===== src/pack_protect_pkg.sv =====
// package: constants, modes and carriers for the pack protection pin control block
package pack_protect_pkg;

   // apb register byte offsets
   localparam logic [7:0] ADDR_CTRL = 8'h00;
   localparam logic [7:0] ADDR_PIN_CFG = 8'h04;
   localparam logic [7:0] ADDR_ALARM_MASK = 8'h08;
   localparam logic [7:0] ADDR_FAULT_IN = 8'h0C;
   localparam logic [7:0] ADDR_FUSE_CFG = 8'h10;
   localparam logic [7:0] ADDR_OPEN_WIRE = 8'h14;
   localparam logic [7:0] ADDR_STATUS = 8'h18;
   localparam logic [7:0] ADDR_ALARM_SRC = 8'h1C;

   // control register fields
   localparam int CTRL_HOST_CHG_OFF = 0;
   localparam int CTRL_HOST_PRECHARGE_FET_OFF = 1;
   localparam int CTRL_HOST_DSG_OFF = 2;
   localparam int CTRL_HOST_PREDISCHARGE_FET_OFF = 3;
   localparam int CTRL_DEEP = 4;
   localparam int CTRL_SLEEP = 5;
   localparam int CTRL_OSC_KEEP = 6;
   localparam int CTRL_BOTH_OFF = 7;
   localparam int CTRL_CFET_PIN_EN = 8;
   localparam int CTRL_DFET_PIN_EN = 9;
   localparam int CTRL_FUSE_SENSE_PF = 10;
   localparam int CTRL_FUSE_BLOW_EN = 11;
   localparam int CTRL_FUSE_USE_PACK = 12;
   localparam int CTRL_PF_SET = 13;
   localparam logic [31:0] CTRL_RESET = 32'h0000_0000;

   // pin configuration: 4 bits for each of 6 multifunction outputs
   localparam int PIN_CFG_W = 4;
   localparam int NUM_MF_PINS = 6;
   localparam int MF_ALARM = 0;
   localparam int MF_CFET = 1;
   localparam int MF_DFET = 2;
   localparam int MF_SWIRE = 3;
   localparam int MF_CHG_FAULT = 4;
   localparam int MF_DSG_FAULT = 5;
   localparam logic [23:0] PIN_CFG_RESET = 24'h00_0000;

   // pin function codes (low two bits) and supply/pull bits
   typedef enum logic [1:0] {FN_IDLE, FN_GPO, FN_FAULT, FN_ALARM} pin_fn_t;
   localparam int PCFG_SUPPLY = 2; // 0 internal 1v8, 1 external regulator one
   localparam int PCFG_AUX = 3;    // gpo level, or pull-up when idle

   // alarm drive styles
   typedef enum logic [1:0] {AL_LOW_HIZ, AL_HIGH_LOW, AL_LOW_HIGH, AL_SWIRE} alarm_style_t;

   // timing
   localparam longint CLK_HZ = 10_000_000;
   localparam longint SHUT_HOLD_MS = 1000;
   localparam int SHUT_HOLD_CYC = int'((SHUT_HOLD_MS * CLK_HZ) / 1000);
   localparam longint OW_TIME_US = 3000;
   localparam int OW_TIME_CYC = int'((OW_TIME_US * CLK_HZ) / 1_000_000);
   localparam int OW_INT_CYC = 100_000;
   localparam int NUM_CELLS = 14;
   localparam logic [15:0] ALARM_MASK_RESET = 16'h0000;

   // oscillator speed codes
   localparam logic [1:0] OSC_OFF = 2'h0;
   localparam logic [1:0] OSC_FAST = 2'h1; // about 262.144 khz
   localparam logic [1:0] OSC_SLOW = 2'h2; // about 32.768 khz

   // fet enables carrier
   typedef struct packed {
      logic charge_fet;
      logic precharge_fet;
      logic discharge_fet;
      logic predischarge_fet;
   } fet_en_t;

   // power control carrier
   typedef struct packed {
      logic shutdown;
      logic ext_reg_one_en;
      logic ext_reg_two_en;
      logic prereg_en;
      logic int_reg_en;
      logic [1:0] osc_mode;
   } power_ctl_t;

   // drive for one multifunction output pin
   typedef struct packed {
      logic out;
      logic oe;
      logic from_ext_reg;
      logic pull_up;
      logic pull_down;
   } pin_drive_t;

endpackage : pack_protect_pkg


===== src/pack_protect_pin_control.sv =====
// design: pin level protection control of a battery monitor, with apb registers
// Function
// - discharge fault output follows discharge-disabling faults
// - charge fault output follows charge-disabling faults
// - general purpose outputs follow host level
// - high level from chosen regulator
// - weak pull up or down selectable
// - high reset pin resets most logic
// - fet and fuse state survive pin reset
// - one second high enters shutdown
// - fet-off pins turn fets off directly
// - fet returns only with no other block
// - each fet-off pin covers main and pre fet
// - both-off mode disables all four fets
// - alarm pin styles; open drain for single wire
// - three alarm drive styles
// - only masked-in sources raise alarm
// - fuse pin sensed while not driven
// - sensed fuse high may declare permanent fail
// - blow fuse only above voltage threshold
// - open wire current periodic, one measurement long
// - open wire faults cell and cell above
// - oscillator on in normal, sleep; deep configurable
// - oscillator fast in normal, slow in sleep and in deep with keep set

`timescale 1ns/1ps
`default_nettype none
module pack_protect_pin_control
   import pack_protect_pkg::*;
#(
   parameter int SHUT_CYC = SHUT_HOLD_CYC,
   parameter int OW_DEF_INT = OW_INT_CYC
) (
   input wire logic clk_sys_i,
   input wire logic rstn_i,
   input wire logic psel_i,
   input wire logic penable_i,
   input wire logic pwrite_i,
   input wire logic [7:0] paddr_i,
   input wire logic [31:0] pwdata_i,
   output logic [31:0] prdata_o,
   output logic pready_o,
   output logic pslverr_o,
   input wire logic reset_shutdown_pin_i,
   input wire logic charge_fet_off_pin_i,
   input wire logic discharge_fet_off_pin_i,
   input wire logic fuse_sense_i,
   input wire logic stack_over_thr_i,
   input wire logic pack_over_thr_i,
   input wire logic [NUM_CELLS-1:0] cell_low_i,
   input wire logic [15:0] alarm_events_i,
   output fet_en_t fet_en_o,
   output logic fuse_out_o,
   output logic fuse_oe_o,
   output pin_drive_t [NUM_MF_PINS-1:0] pin_drive_o,
   output power_ctl_t power_o,
   output logic soft_reset_o,
   output logic open_wire_en_o,
   output logic [NUM_CELLS-1:0] cell_fault_o,
   output logic permanent_fail_o
);

   // three stage synchronisers for the four pins
   logic [2:0] rst_sync;
   logic [2:0] cfo_sync;
   logic [2:0] dfo_sync;
   logic [2:0] fuse_sync;

   // filtered pins
   logic rst_pin;
   logic cfo_pin;
   logic dfo_pin;
   logic fuse_pin;

   // hold timer
   logic shutdown;
   logic [31:0] shut_cnt;

   // host registers
   logic [31:0] ctrl;
   logic [23:0] pin_cfg;
   logic [15:0] alarm_mask;
   logic [3:0] fault_in;
   logic [31:0] ow_interval;
   logic [15:0] alarm_src;

   // fail state
   logic pf;
   logic fuse_drive;

   // open wire
   logic [31:0] ow_cnt;
   logic ow_on;

   // derived
   logic soft_rst_n;
   logic chg_block;
   logic dsg_block;
   logic alarm;
   fet_en_t next_fet;

   // synchronise async pins; a change counts when stages two and three agree
   always_ff @(posedge clk_sys_i or negedge rstn_i) begin
      if (!rstn_i) begin
         rst_sync <= 3'h0;
         cfo_sync <= 3'h0;
         dfo_sync <= 3'h0;
         fuse_sync <= 3'h0;
      end else begin
         rst_sync <= {rst_sync[1:0], reset_shutdown_pin_i};
         cfo_sync <= {cfo_sync[1:0], charge_fet_off_pin_i};
         dfo_sync <= {dfo_sync[1:0], discharge_fet_off_pin_i};
         fuse_sync <= {fuse_sync[1:0], fuse_sense_i};
      end
   end

   // filtered pin levels
   always_ff @(posedge clk_sys_i or negedge rstn_i) begin
      if (!rstn_i) begin
         rst_pin <= 1'b0;
         cfo_pin <= 1'b0;
         dfo_pin <= 1'b0;
         fuse_pin <= 1'b0;
      end else begin
         if (rst_sync[1] == rst_sync[2]) begin
            rst_pin <= rst_sync[2];
         end
         if (cfo_sync[1] == cfo_sync[2]) begin
            cfo_pin <= cfo_sync[2];
         end
         if (dfo_sync[1] == dfo_sync[2]) begin
            dfo_pin <= dfo_sync[2];
         end
         if (fuse_sync[1] == fuse_sync[2]) begin
            fuse_pin <= fuse_sync[2];
         end
      end
   end

   // reset pin: soft reset while high, shutdown after one second of high
   assign soft_rst_n = rstn_i & ~rst_pin;
   // hold and shutdown latch
   always_ff @(posedge clk_sys_i or negedge rstn_i) begin
      if (!rstn_i) begin
         shut_cnt <= 32'h0000_0000;
         shutdown <= 1'b0;
      end else if (!rst_pin) begin
         shut_cnt <= 32'h0000_0000;
      end else if (shut_cnt >= 32'(SHUT_CYC - 1)) begin
         shutdown <= 1'b1;
      end else begin
         shut_cnt <= shut_cnt + 32'h0000_0001;
      end
   end

   // apb slave: zero wait states, unmapped address gives error
   assign pready_o = 1'b1;
   always_comb begin
      unique case (paddr_i)
         ADDR_CTRL, ADDR_PIN_CFG, ADDR_ALARM_MASK, ADDR_FAULT_IN, ADDR_FUSE_CFG,
         ADDR_OPEN_WIRE, ADDR_STATUS, ADDR_ALARM_SRC: pslverr_o = 1'b0;
         default: pslverr_o = psel_i & penable_i;
      endcase
   end

   // host registers; cleared by the reset pin as well
   always_ff @(posedge clk_sys_i or negedge soft_rst_n) begin
      if (!soft_rst_n) begin
         ctrl <= CTRL_RESET;
         pin_cfg <= PIN_CFG_RESET;
         alarm_mask <= ALARM_MASK_RESET;
         fault_in <= 4'h0;
         ow_interval <= 32'(OW_DEF_INT);
      end else if (psel_i && penable_i && pwrite_i) begin
         unique case (paddr_i)
            ADDR_CTRL: ctrl <= pwdata_i;
            ADDR_PIN_CFG: pin_cfg <= pwdata_i[23:0];
            ADDR_ALARM_MASK: alarm_mask <= pwdata_i[15:0];
            ADDR_FAULT_IN: fault_in <= pwdata_i[3:0];
            ADDR_OPEN_WIRE: ow_interval <= pwdata_i;
            default: ;
         endcase
      end
   end

   // read data register
   always_ff @(posedge clk_sys_i or negedge soft_rst_n) begin
      if (!soft_rst_n) begin
         prdata_o <= 32'h0000_0000;
      end else if (psel_i && !penable_i && !pwrite_i) begin
         unique case (paddr_i)
            ADDR_CTRL: prdata_o <= ctrl;
            ADDR_PIN_CFG: prdata_o <= {8'h00, pin_cfg};
            ADDR_ALARM_MASK: prdata_o <= {16'h0000, alarm_mask};
            ADDR_FAULT_IN: prdata_o <= {28'h000_0000, fault_in};
            ADDR_FUSE_CFG: prdata_o <= {30'h0000_0000, fuse_drive, pf};
            ADDR_OPEN_WIRE: prdata_o <= ow_interval;
            ADDR_STATUS: prdata_o <= {18'h0_0000, cell_fault_o[NUM_CELLS-1:0]} |
               {20'h0_0000, alarm, fuse_pin, dfo_pin, cfo_pin, rst_pin, 2'h0, fet_en_o, 1'b0}
               << 14;
            ADDR_ALARM_SRC: prdata_o <= {16'h0000, alarm_src};
            default: prdata_o <= 32'h0000_0000;
         endcase
      end
   end

   // fault disable sources: host register, protection faults, pins
   assign chg_block = fault_in[0] | pf | shutdown |
      (ctrl[CTRL_CFET_PIN_EN] & cfo_pin) |
      (ctrl[CTRL_BOTH_OFF] & dfo_pin);
   // both-off stops discharge too
   assign dsg_block = fault_in[1] | pf | shutdown | (|cell_fault_o) |
      ((ctrl[CTRL_DFET_PIN_EN] | ctrl[CTRL_BOTH_OFF]) & dfo_pin);
   always_comb begin
      next_fet.charge_fet = ~chg_block & ~ctrl[CTRL_HOST_CHG_OFF] & ~ctrl[CTRL_DEEP];
      next_fet.precharge_fet = ~chg_block & ~ctrl[CTRL_HOST_PRECHARGE_FET_OFF] & ~ctrl[CTRL_DEEP];
      next_fet.discharge_fet = ~dsg_block & ~ctrl[CTRL_HOST_DSG_OFF] & ~ctrl[CTRL_DEEP];
      next_fet.predischarge_fet = ~dsg_block & ~ctrl[CTRL_HOST_PREDISCHARGE_FET_OFF] & ~ctrl[CTRL_DEEP];
   end

   // fet state: cleared on the hard reset and on shutdown; otherwise held while the reset pin is high
   always_ff @(posedge clk_sys_i or negedge rstn_i) begin
      if (!rstn_i) begin
         fet_en_o <= '0;
      end else if (shutdown) begin
         fet_en_o <= '0;
      end else if (!rst_pin) begin
         fet_en_o <= next_fet;
      end
   end

   // permanent fail and fuse: hard reset only, survives the reset pin
   always_ff @(posedge clk_sys_i or negedge rstn_i) begin
      if (!rstn_i) begin
         pf <= 1'b0;
         fuse_drive <= 1'b0;
      end else if (!rst_pin) begin
         if ((ctrl[CTRL_FUSE_SENSE_PF] && fuse_pin && !fuse_drive) || ctrl[CTRL_PF_SET]) begin
            pf <= 1'b1;
         end
         if (pf && ctrl[CTRL_FUSE_BLOW_EN] &&
             (ctrl[CTRL_FUSE_USE_PACK] ? pack_over_thr_i : stack_over_thr_i)) begin
            fuse_drive <= 1'b1;
         end
      end
   end
   // fail and fuse pins
   assign permanent_fail_o = pf;
   assign fuse_out_o = fuse_drive;
   assign fuse_oe_o = fuse_drive;

   // open wire test: current on for one measurement time each interval
   always_ff @(posedge clk_sys_i or negedge soft_rst_n) begin
      if (!soft_rst_n) begin
         ow_cnt <= 32'h0000_0000;
         ow_on <= 1'b0;
      end else if (ow_cnt >= ow_interval - 32'h0000_0001) begin
         ow_cnt <= 32'h0000_0000;
         ow_on <= 1'b1;
      end else begin
         ow_cnt <= ow_cnt + 32'h0000_0001;
         if (ow_cnt >= 32'(OW_TIME_CYC - 1)) ow_on <= 1'b0;
      end
   end
   // no current in deep sleep
   assign open_wire_en_o = ow_on & ~ctrl[CTRL_DEEP] & ~shutdown;

   // cell faults: a low cell faults itself and the cell above
   always_ff @(posedge clk_sys_i or negedge soft_rst_n) begin
      if (!soft_rst_n) begin
         cell_fault_o <= '0;
      end else begin
         cell_fault_o <= cell_low_i | {cell_low_i[NUM_CELLS-2:0], 1'b0};
      end
   end

   // sticky alarm sources; a new event wins over a clear
   always_ff @(posedge clk_sys_i or negedge soft_rst_n) begin
      if (!soft_rst_n) begin
         alarm_src <= 16'h0000;
      end else if (psel_i && penable_i && pwrite_i && paddr_i == ADDR_ALARM_SRC) begin
         alarm_src <= (alarm_src & ~pwdata_i[15:0]) | alarm_events_i;
      end else begin
         alarm_src <= alarm_src | alarm_events_i;
      end
   end
   // masked alarm level
   assign alarm = |(alarm_src & alarm_mask);

   // multifunction pin drivers
   function automatic pin_drive_t drive_pin(input logic [3:0] cfg, input logic fault,
                                            input logic alm, input alarm_style_t sty);
      pin_drive_t d;

      d = '0;
      d.from_ext_reg = cfg[PCFG_SUPPLY];
      unique case (pin_fn_t'(cfg[1:0]))
         FN_IDLE: begin
            d.pull_up = cfg[PCFG_AUX];
            d.pull_down = ~cfg[PCFG_AUX];
         end

         FN_GPO: begin
            d.out = cfg[PCFG_AUX];
            d.oe = 1'b1;
         end

         FN_FAULT: begin
            d.out = fault;
            d.oe = 1'b1;
         end

         FN_ALARM: begin

            unique case (sty)
               AL_LOW_HIZ, AL_SWIRE: begin
                  d.out = 1'b0;
                  d.oe = alm;
               end

               AL_HIGH_LOW: begin
                  d.out = alm;
                  d.oe = 1'b1;
               end

               AL_LOW_HIGH: begin
                  d.out = ~alm;
                  d.oe = 1'b1;
               end
            endcase
         end
      endcase

      return d;
   endfunction

   // registered pin outputs; alarm style sits in control bits 15:14
   always_ff @(posedge clk_sys_i or negedge soft_rst_n) begin
      if (!soft_rst_n) begin
         pin_drive_o <= '0;
      end else begin
         for (int i = 0; i < NUM_MF_PINS; i++) begin
            pin_drive_o[i] <= drive_pin(pin_cfg[i*PIN_CFG_W +: PIN_CFG_W],
               (i == MF_DSG_FAULT) ? dsg_block : chg_block, alarm,
               (i == MF_SWIRE) ? AL_SWIRE : alarm_style_t'(ctrl[15:14]));
         end
      end
   end
   // reset pin level out
   assign soft_reset_o = rst_pin;

   // power and oscillator control
   always_comb begin
      power_o.shutdown = shutdown;
      power_o.ext_reg_one_en = ~shutdown & ctrl[16];
      power_o.ext_reg_two_en = ~shutdown & ctrl[17];
      power_o.prereg_en = ~shutdown & ctrl[18];
      power_o.int_reg_en = ~shutdown;
      if (shutdown) begin
         power_o.osc_mode = OSC_OFF;
      end else if (ctrl[CTRL_DEEP]) begin
         power_o.osc_mode = ctrl[CTRL_OSC_KEEP] ? OSC_SLOW : OSC_OFF;
      end else if (ctrl[CTRL_SLEEP]) begin
         power_o.osc_mode = OSC_SLOW;
      end else begin
         power_o.osc_mode = OSC_FAST;
      end
   end

endmodule : pack_protect_pin_control
`default_nettype wire


===== config.mk =====
export PLATFORM = sky130hd
export DESIGN_NAME = pack_protect_pin_control
export DESIGN_NICKNAME = d
export VERILOG_FILES = /design/src/pack_protect_pkg.sv /design/src/pack_protect_pin_control.sv
export SDC_FILE = /design/constraint.sdc
export NUM_CORES = 1
export LEC_CHECK = 0
export BUFFER_PORTS_ARGS = -buffer_cell sky130_fd_sc_hd__buf_2
export CORE_MARGIN = 10
export CORE_UTILIZATION = 35
export CTS_CLUSTER_DIAMETER = 80
export CTS_CLUSTER_SIZE = 14
export DETAILED_ROUTE_END_ITERATION = 7
export GPL_ROUTABILITY_DRIVEN = 0
export SLEW_MARGIN = 20
export SYNTH_ARGS = -nofsm -noshare
export SYNTH_HDL_FRONTEND = slang
export SYNTH_SLANG_ARGS = --single-unit

===== constraint.sdc =====
create_clock -name clk_sys_i -period 21.7 [get_ports clk_sys_i]
set_clock_uncertainty 0.2 [all_clocks]
set_input_delay 2.17 -clock clk_sys_i [delete_from_list [all_inputs] [get_ports clk_sys_i]]
set_output_delay 2.17 -clock clk_sys_i [all_outputs]
set_load 0.005 [all_outputs]

==> results of run 1 <==
## final cells by class
class,count,area [um2]
diodes,1,2.50
clock buffers,38,663
clock inverters,2,46.3
fillers,3843,22800
inverters,15,56.3
multi-input cells,857,6150
flip-flops and latches,288,7210
well taps,518,648
repair buffers,191,1020
## path summary, 6_finish.rpt
kind                                start         endpoint  slack (ps)  depth (start not counted)
setup / recovery               paddr_i[1]        pslverr_o       15680                          5
hold reg to reg               rst_sync[0]      rst_sync[1]         160                          0
hold / removal                rst_sync[0]      rst_sync[1]         160                          0
min in group asynchronous    soft_reset_o  cell_fault_o[6]         260                          1
setup reg to reg           ow_interval[3]            ow_on       17560                         14
max in group asynchronous          rstn_i     prdata_o[21]       16750                          6
## cell families after synthesis
kind of cell,synth area share
compound gates,0.108
xor+xnor,0.0437
fa+ha+maj,0.0369
buf+inv,0.0204
flops,0.530
mux,0.108
other cells,0.000275
simple gates,0.152
## cells in the final DEF (no fill, tap or decap), types with 13 or more instances in the layout
cell type and n:
a21o_1 27, o21ai_0 32, a221oi_1 24, and2_1 26
ha_1 37, a21oi_1 23, buf_2 173, inv_1 15
nand4_1 14, nand2_1 88, mux2_2 117, a31oi_1 13
nor3_1 31, clkbuf_16 24, buf_4 17, xor2_1 29
nand3_1 32, or2_2 13, nor4_1 20, nor2_1 113
a22oi_1 32, dfrtp_1 282, clkbuf_1 13, xnor2_1 39
## power by group through the flow
stage,clock [W],combinational (W),sequential [W]
after global routing,0.000447,0.000125,0.000570
after floorplan,0,0.0000642,0.000572
after detailed placement,0,0.000113,0.000578
after global placement,0,0.000110,0.000578
after CTS,0.000429,0.000113,0.000568
final,0.000418,0.000111,0.000569
## per-stage QoR
step | cell area (um2) | util
final | 15800 | 0.410
after global routing | 15800 | 0.410
after CTS | 15800 | 0.410
after detailed placement | 15100 | 0.391
after global placement | 15100 | 0.391
after floorplan | 13600 | -
## flip-flops by register name, indices dropped and copies added (netlist names), 14 cells and up
name / flops
alarm_mask: 16
alarm_src: 16
cell_fault_o: 14
ctrl: 32
ow_cnt: 32
ow_interval: 32
pin_cfg: 24
pin_drive_o: 30
prdata_o: 32
shut_cnt: 32
## synth_stat cells, drive strengths merged, types with 23 or more instances
library cell and n:
o21ai 32, nor3 33, clkbuf 33, ha 37, a22oi 32, and2 26, dfrtp 282, nor2 113
nand2 88, xnor2 39, a21o 28, nand3 33, a221oi 24, mux2 117, xor2 29, a21oi 23
## critical path, stage by stage
cell and delay (ps):
buf_2 110, nor4_1 840, and2_1 340, nor2_1 50, buf_2 130
## layer usage
metal  GRT usage  vias to the layer above  share of wire
li1            -                     4735              -
met1       0.224                     5182           0.45
met2       0.252                      332           0.45
met3      0.0398                       61          0.075
met4      0.0426                        2          0.024
met5           0                        -        0.00046
==> results.sh, run 1 <==
export IMPL_final_hold_viol_count=0
export IMPL_core_area_um2=38600
export IMPL_firstDrtPassIters=6
export IMPL_numCtsBuffers=24
export IMPL_max_slew_margin=0.284
export IMPL_ios=175
export IMPL_vias=10300
export IMPL_clock_latency_ps=540
export IMPL_cp_end_kind="output pin"
export IMPL_overflow=0
export IMPL_avgSynthCellArea_um2=11.2
export IMPL_outcome="finished, final reports clean"
export IMPL_grt_pass1_vias=10400
export IMPL_cts_buffer_depth=3
export IMPL_crit_type="input port to output pin"
export IMPL_intPower_w=0.000816
export IMPL_worstPathRequired_ps=19330
export IMPL_fp_row_count=72
export IMPL_post_dp_hpwl_mm=29.5
export IMPL_antenna_left=0
export IMPL_synth_edf_count=0
export IMPL_die_width_um=217
export IMPL_pwr_share_seq=0.518
export IMPL_fin_nets=1495
export IMPL_post_cts_setup_buffers=0
export IMPL_min_period_ps=6020
export IMPL_drive_gt1_frac=0.267
export IMPL_grt_max_degree=66
export IMPL_root_buffer="clkbuf_16"
export IMPL_drc=0
export IMPL_ys_seq_elements=288
export IMPL_area_growth_pct=16.0
export IMPL_cts_num_sinks=288
export IMPL_synthTopCellsByArea="dfrtp_1 52%, mux2_2 9.7%, ha_1 3.4%"
export IMPL_dp_cells=1869
export IMPL_clk_pin_slew_worst_paths_ps=70
export IMPL_dp_slack_ps=15770
export IMPL_finalSetupViolations=0
export IMPL_p_comb_frac=0.101
export IMPL_post_cts_resized=0
export IMPL_port_buffers=173
export IMPL_async_reset_ff_frac=1.00
export IMPL_worst_path_max_fanout=4
export IMPL_fmax_mhz=166
export IMPL_antenna_found_initial=2
export IMPL_maxCapViolCount=0
export IMPL_leakage_nw=7.54
export IMPL_rsz0062_at_grt="no"
export IMPL_yosys_area_top_type="dfrtp_1"
export IMPL_grt_pass1_wl_mm=61.5
export IMPL_switching_share=0.256
export IMPL_maxSlewViolCount=0
export IMPL_cts_hold_buf=0
export IMPL_power_density_nw_per_um2=69.4
export IMPL_setup_tns_ps=0
export IMPL_netlist_area_leader_share=0.518
export IMPL_yosysSeqAreaShare=0.530
export IMPL_synth_nets=1331
export IMPL_drtIter0Drc=732
export IMPL_syn_area_um2=13600
export IMPL_cts_tree="yes"
export IMPL_dieHeight_um=217
export IMPL_critPathLaunchType="input port"
export IMPL_p_switching_w=0.000281
export IMPL_synth_cells=1213
export IMPL_synth_cell_type_count=67
export IMPL_clkPwrFrac=0.381
export IMPL_initial_core_util=0.353
export IMPL_min_path_type="flop to flop"
export IMPL_die_area_um2=47200
export IMPL_setup_slack_ps=15680
export IMPL_fin_hold_ws_ps=159
export IMPL_totalWireLength_mm=39.3
export IMPL_worst_pin_slew_ps=1070
export IMPL_period_share=0.277
export IMPL_final_cell_count_no_fill=1910
export IMPL_cp_data_arrival_time_ps=3650
export IMPL_wire_per_inst_um=20.6
export IMPL_synth_ff_type="dfrtp_1"
export IMPL_total_power_w=0.00110
export IMPL_vdd_drop_max_mv=0.0479
export IMPL_grtUsageTotal=0.163
export IMPL_htree_levels=1
export IMPL_vias_per_cell=5.40
export IMPL_ys_warn_count=0
(Power assumes the default switching activity.)
==> run 2, diff against run 1 <==
- clock period: 21.7 -> 5.89 ns (I/O delays scaled with it)
==> run 2 against run 1 <==
  * The run now ends with hold timing left
  * Clock power rose to 3.6 times the previous value
  * Wire length rose by 2.8%
  * Combinational power grew to 3.8 times the previous value
  * Sequential share of layout area hardly changed
  * Setup slack worse by 14000 ps
  * Register-to-register slack got worse by 16000 ps
  * Count of clock-buffer cells in the layout up 2
  * Via count shrank 0.65%
  * Global-route usage grew 0.35 points
==> results.sh, run 2 (synthesis gave the netlist of run 1 again) <==
export IMPL_critical_path_top_delay_family="simple AND/OR/NAND/NOR gates"
export IMPL_vdd_drop_max_mv=0.203
export IMPL_dp_slack_ps=1860
export IMPL_finalSetupViolations=0
export IMPL_cts_tree="yes"
export IMPL_core_area_um2=38600
export IMPL_fp_row_count=72
export IMPL_cp_end_kind="flop"
export IMPL_cts_num_sinks=288
export IMPL_drc=0
export IMPL_rsz0062_at_grt="no"
export IMPL_mostFrequentLayoutCells="282 x dfrtp_1, 173 x buf_2, 117 x mux2_2"
export IMPL_numCtsBuffers=24
export IMPL_cp_slowest_cell="or3_1"
export IMPL_power_density_nw_per_um2=255
export IMPL_totalWireLength_mm=40.4
export IMPL_area_growth_pct=16.1
export IMPL_total_power_w=0.00403
export IMPL_drive_gt1_frac=0.264
export IMPL_grtUsageTotal=0.166
export IMPL_cp_num_buf_inv=1
export IMPL_fmax_mhz=248
export IMPL_worst_path_max_fanout=33
export IMPL_grt_pass1_vias=10400
export IMPL_port_buffers=173
export IMPL_crit_type="flop to flop"
export IMPL_maxSlewViolCount=0
export IMPL_worstPathRequired_ps=6110
export IMPL_ff2ff_path_depth=13
export IMPL_critPathLaunchType="flop"
export IMPL_r2r_start="ow_interval[3]"
export IMPL_max_stage_delay_ps=440
export IMPL_firstDrtPassIters=5
export IMPL_cts_buffer_depth=3
export IMPL_period_share=0.686
export IMPL_r2r_end="ow_on"
export IMPL_overflow=0
export IMPL_htree_levels=1
export IMPL_final_hold_viol_count=6
export IMPL_vias=10200
export IMPL_fin_nets=1498
export IMPL_min_period_ps=4040
export IMPL_vias_per_cell=5.35
export IMPL_ios=175
export IMPL_worst_pin_slew_ps=1140
export IMPL_max_slew_margin=0.237
export IMPL_grt_max_degree=176
export IMPL_grt_pass1_wl_mm=62.6
export IMPL_die_area_um2=47200
export IMPL_antenna_found_initial=0
export IMPL_nFillCells=3780
export IMPL_final_common_cell="dfrtp_1"
export IMPL_setup_tns_ps=0
export IMPL_cp_data_arrival_time_ps=4260
export IMPL_root_buffer="clkbuf_16"
export IMPL_die_width_um=217
export IMPL_clock_latency_ps=540
export IMPL_violations="hold timing"
export IMPL_outcome="finished with violations"
export IMPL_post_route_util=0.410
export IMPL_post_dp_hpwl_mm=29.8
export IMPL_worstPathCellList="nor3_1 -> nand4_1 -> or3_1 -> or2_1 -> nor3_1 -> xnor2_1 -> ha_1 -> a21o_1 -> a21o_1 -> a211oi_1 -> o211ai_1 -> buf_4 -> o21bai_1"
export IMPL_min_path_type="input port to async pin"
export IMPL_maxCapViolCount=0
export IMPL_initial_core_util=0.353
export IMPL_leakage_nw=7.54
export IMPL_wire_per_inst_um=21.1
export IMPL_drtIter0Drc=731
export IMPL_setup_slack_ps=1850
export IMPL_post_cts_setup_buffers=0
export IMPL_clk_pin_slew_worst_paths_ps=80
export IMPL_antenna_left=0
export IMPL_rrSetupSlack_ps=1850
export IMPL_fin_hold_ws_ps=-2.25
export IMPL_dieHeight_um=217
-- run 2: cell types whose count changed in the layout (fill, tap and decap cells not counted), moves of 2 or more --
cell / change
dlygate4sd3_1: +5
buf_4: -2
clkbuf_1: +2
clkinv_2: +2
-- run 2: worst max-delay path by stage --
stage | start | to | slack [ps] | cells after the start
after floorplan | soft_reset_o | alarm_mask[0] | 340 | 2
after global placement | ow_interval[12] | ow_on | 2020 | 13
after detailed placement | ow_interval[12] | ow_on | 1860 | 14
after CTS | ow_interval[12] | ow_on | 1860 | 14
after global routing | ow_interval[12] | ow_cnt[11] | 1590 | 14
final | ow_interval[3] | ow_on | 1850 | 13
-- run 2: area by class of cell --
| type | instances | area [um2] | area share |
|---|---|---|---|
| Clock buffer | 40 | 682 | 0.0431 |
| Antenna cell | 2 | 5.00 | 0.000317 |
| Inverter | 15 | 56.3 | 0.00356 |
| Timing Repair Buffer | 194 | 1050 | 0.0663 |
| Sequential cell | 288 | 7210 | 0.456 |
| Tap cell | 518 | 648 | 0.0410 |
| Clock inverter | 2 | 10.0 | 0.000633 |
| Multi-Input combinational cell | 857 | 6150 | 0.389 |
-- run 2: through the flow --
stage	cells	instance area, um2
after floorplan	1213	13600
after global placement	1867	15100
after detailed placement	1867	15100
after CTS	1914	15800
after global routing	1914	15800
final	1916	15800
-- run 2: per-layer routing --
metal | track usage | vias up | routed length, um
met3 | 0.0469 | 50 | 3020
met4 | 0.0352 | 0 | 754
li1 | - | 4725 | -
met5 | 0 | - | 0
met1 | 0.228 | 5154 | 18400
met2 | 0.257 | 316 | 18300
-- run 2: worst register-to-register path: stages, from the launching register on --
cell and delay, ps:
dfrtp_1 430, nor3_1 380, nand4_1 280, or3_1 440
or2_1 300, nor3_1 240, xnor2_1 160, ha_1 270
a21o_1 190, a21o_1 180, a211oi_1 260, o211ai_1 120
buf_4 260, o21bai_1 200
-- run 2: power by group --
group	switching (W)	internal [W]	total (W)
Clock	0.000727	0.000787	0.00151
Sequential	0.0000596	0.00203	0.00209
Combinational	0.000258	0.000161	0.000419
-- run 2: timing repair --
item,CTS,global route
hold buffers,5,0
resized for setup,0,0
endpoints found under the hold margin,5,0
endpoints found under the setup margin,0,0
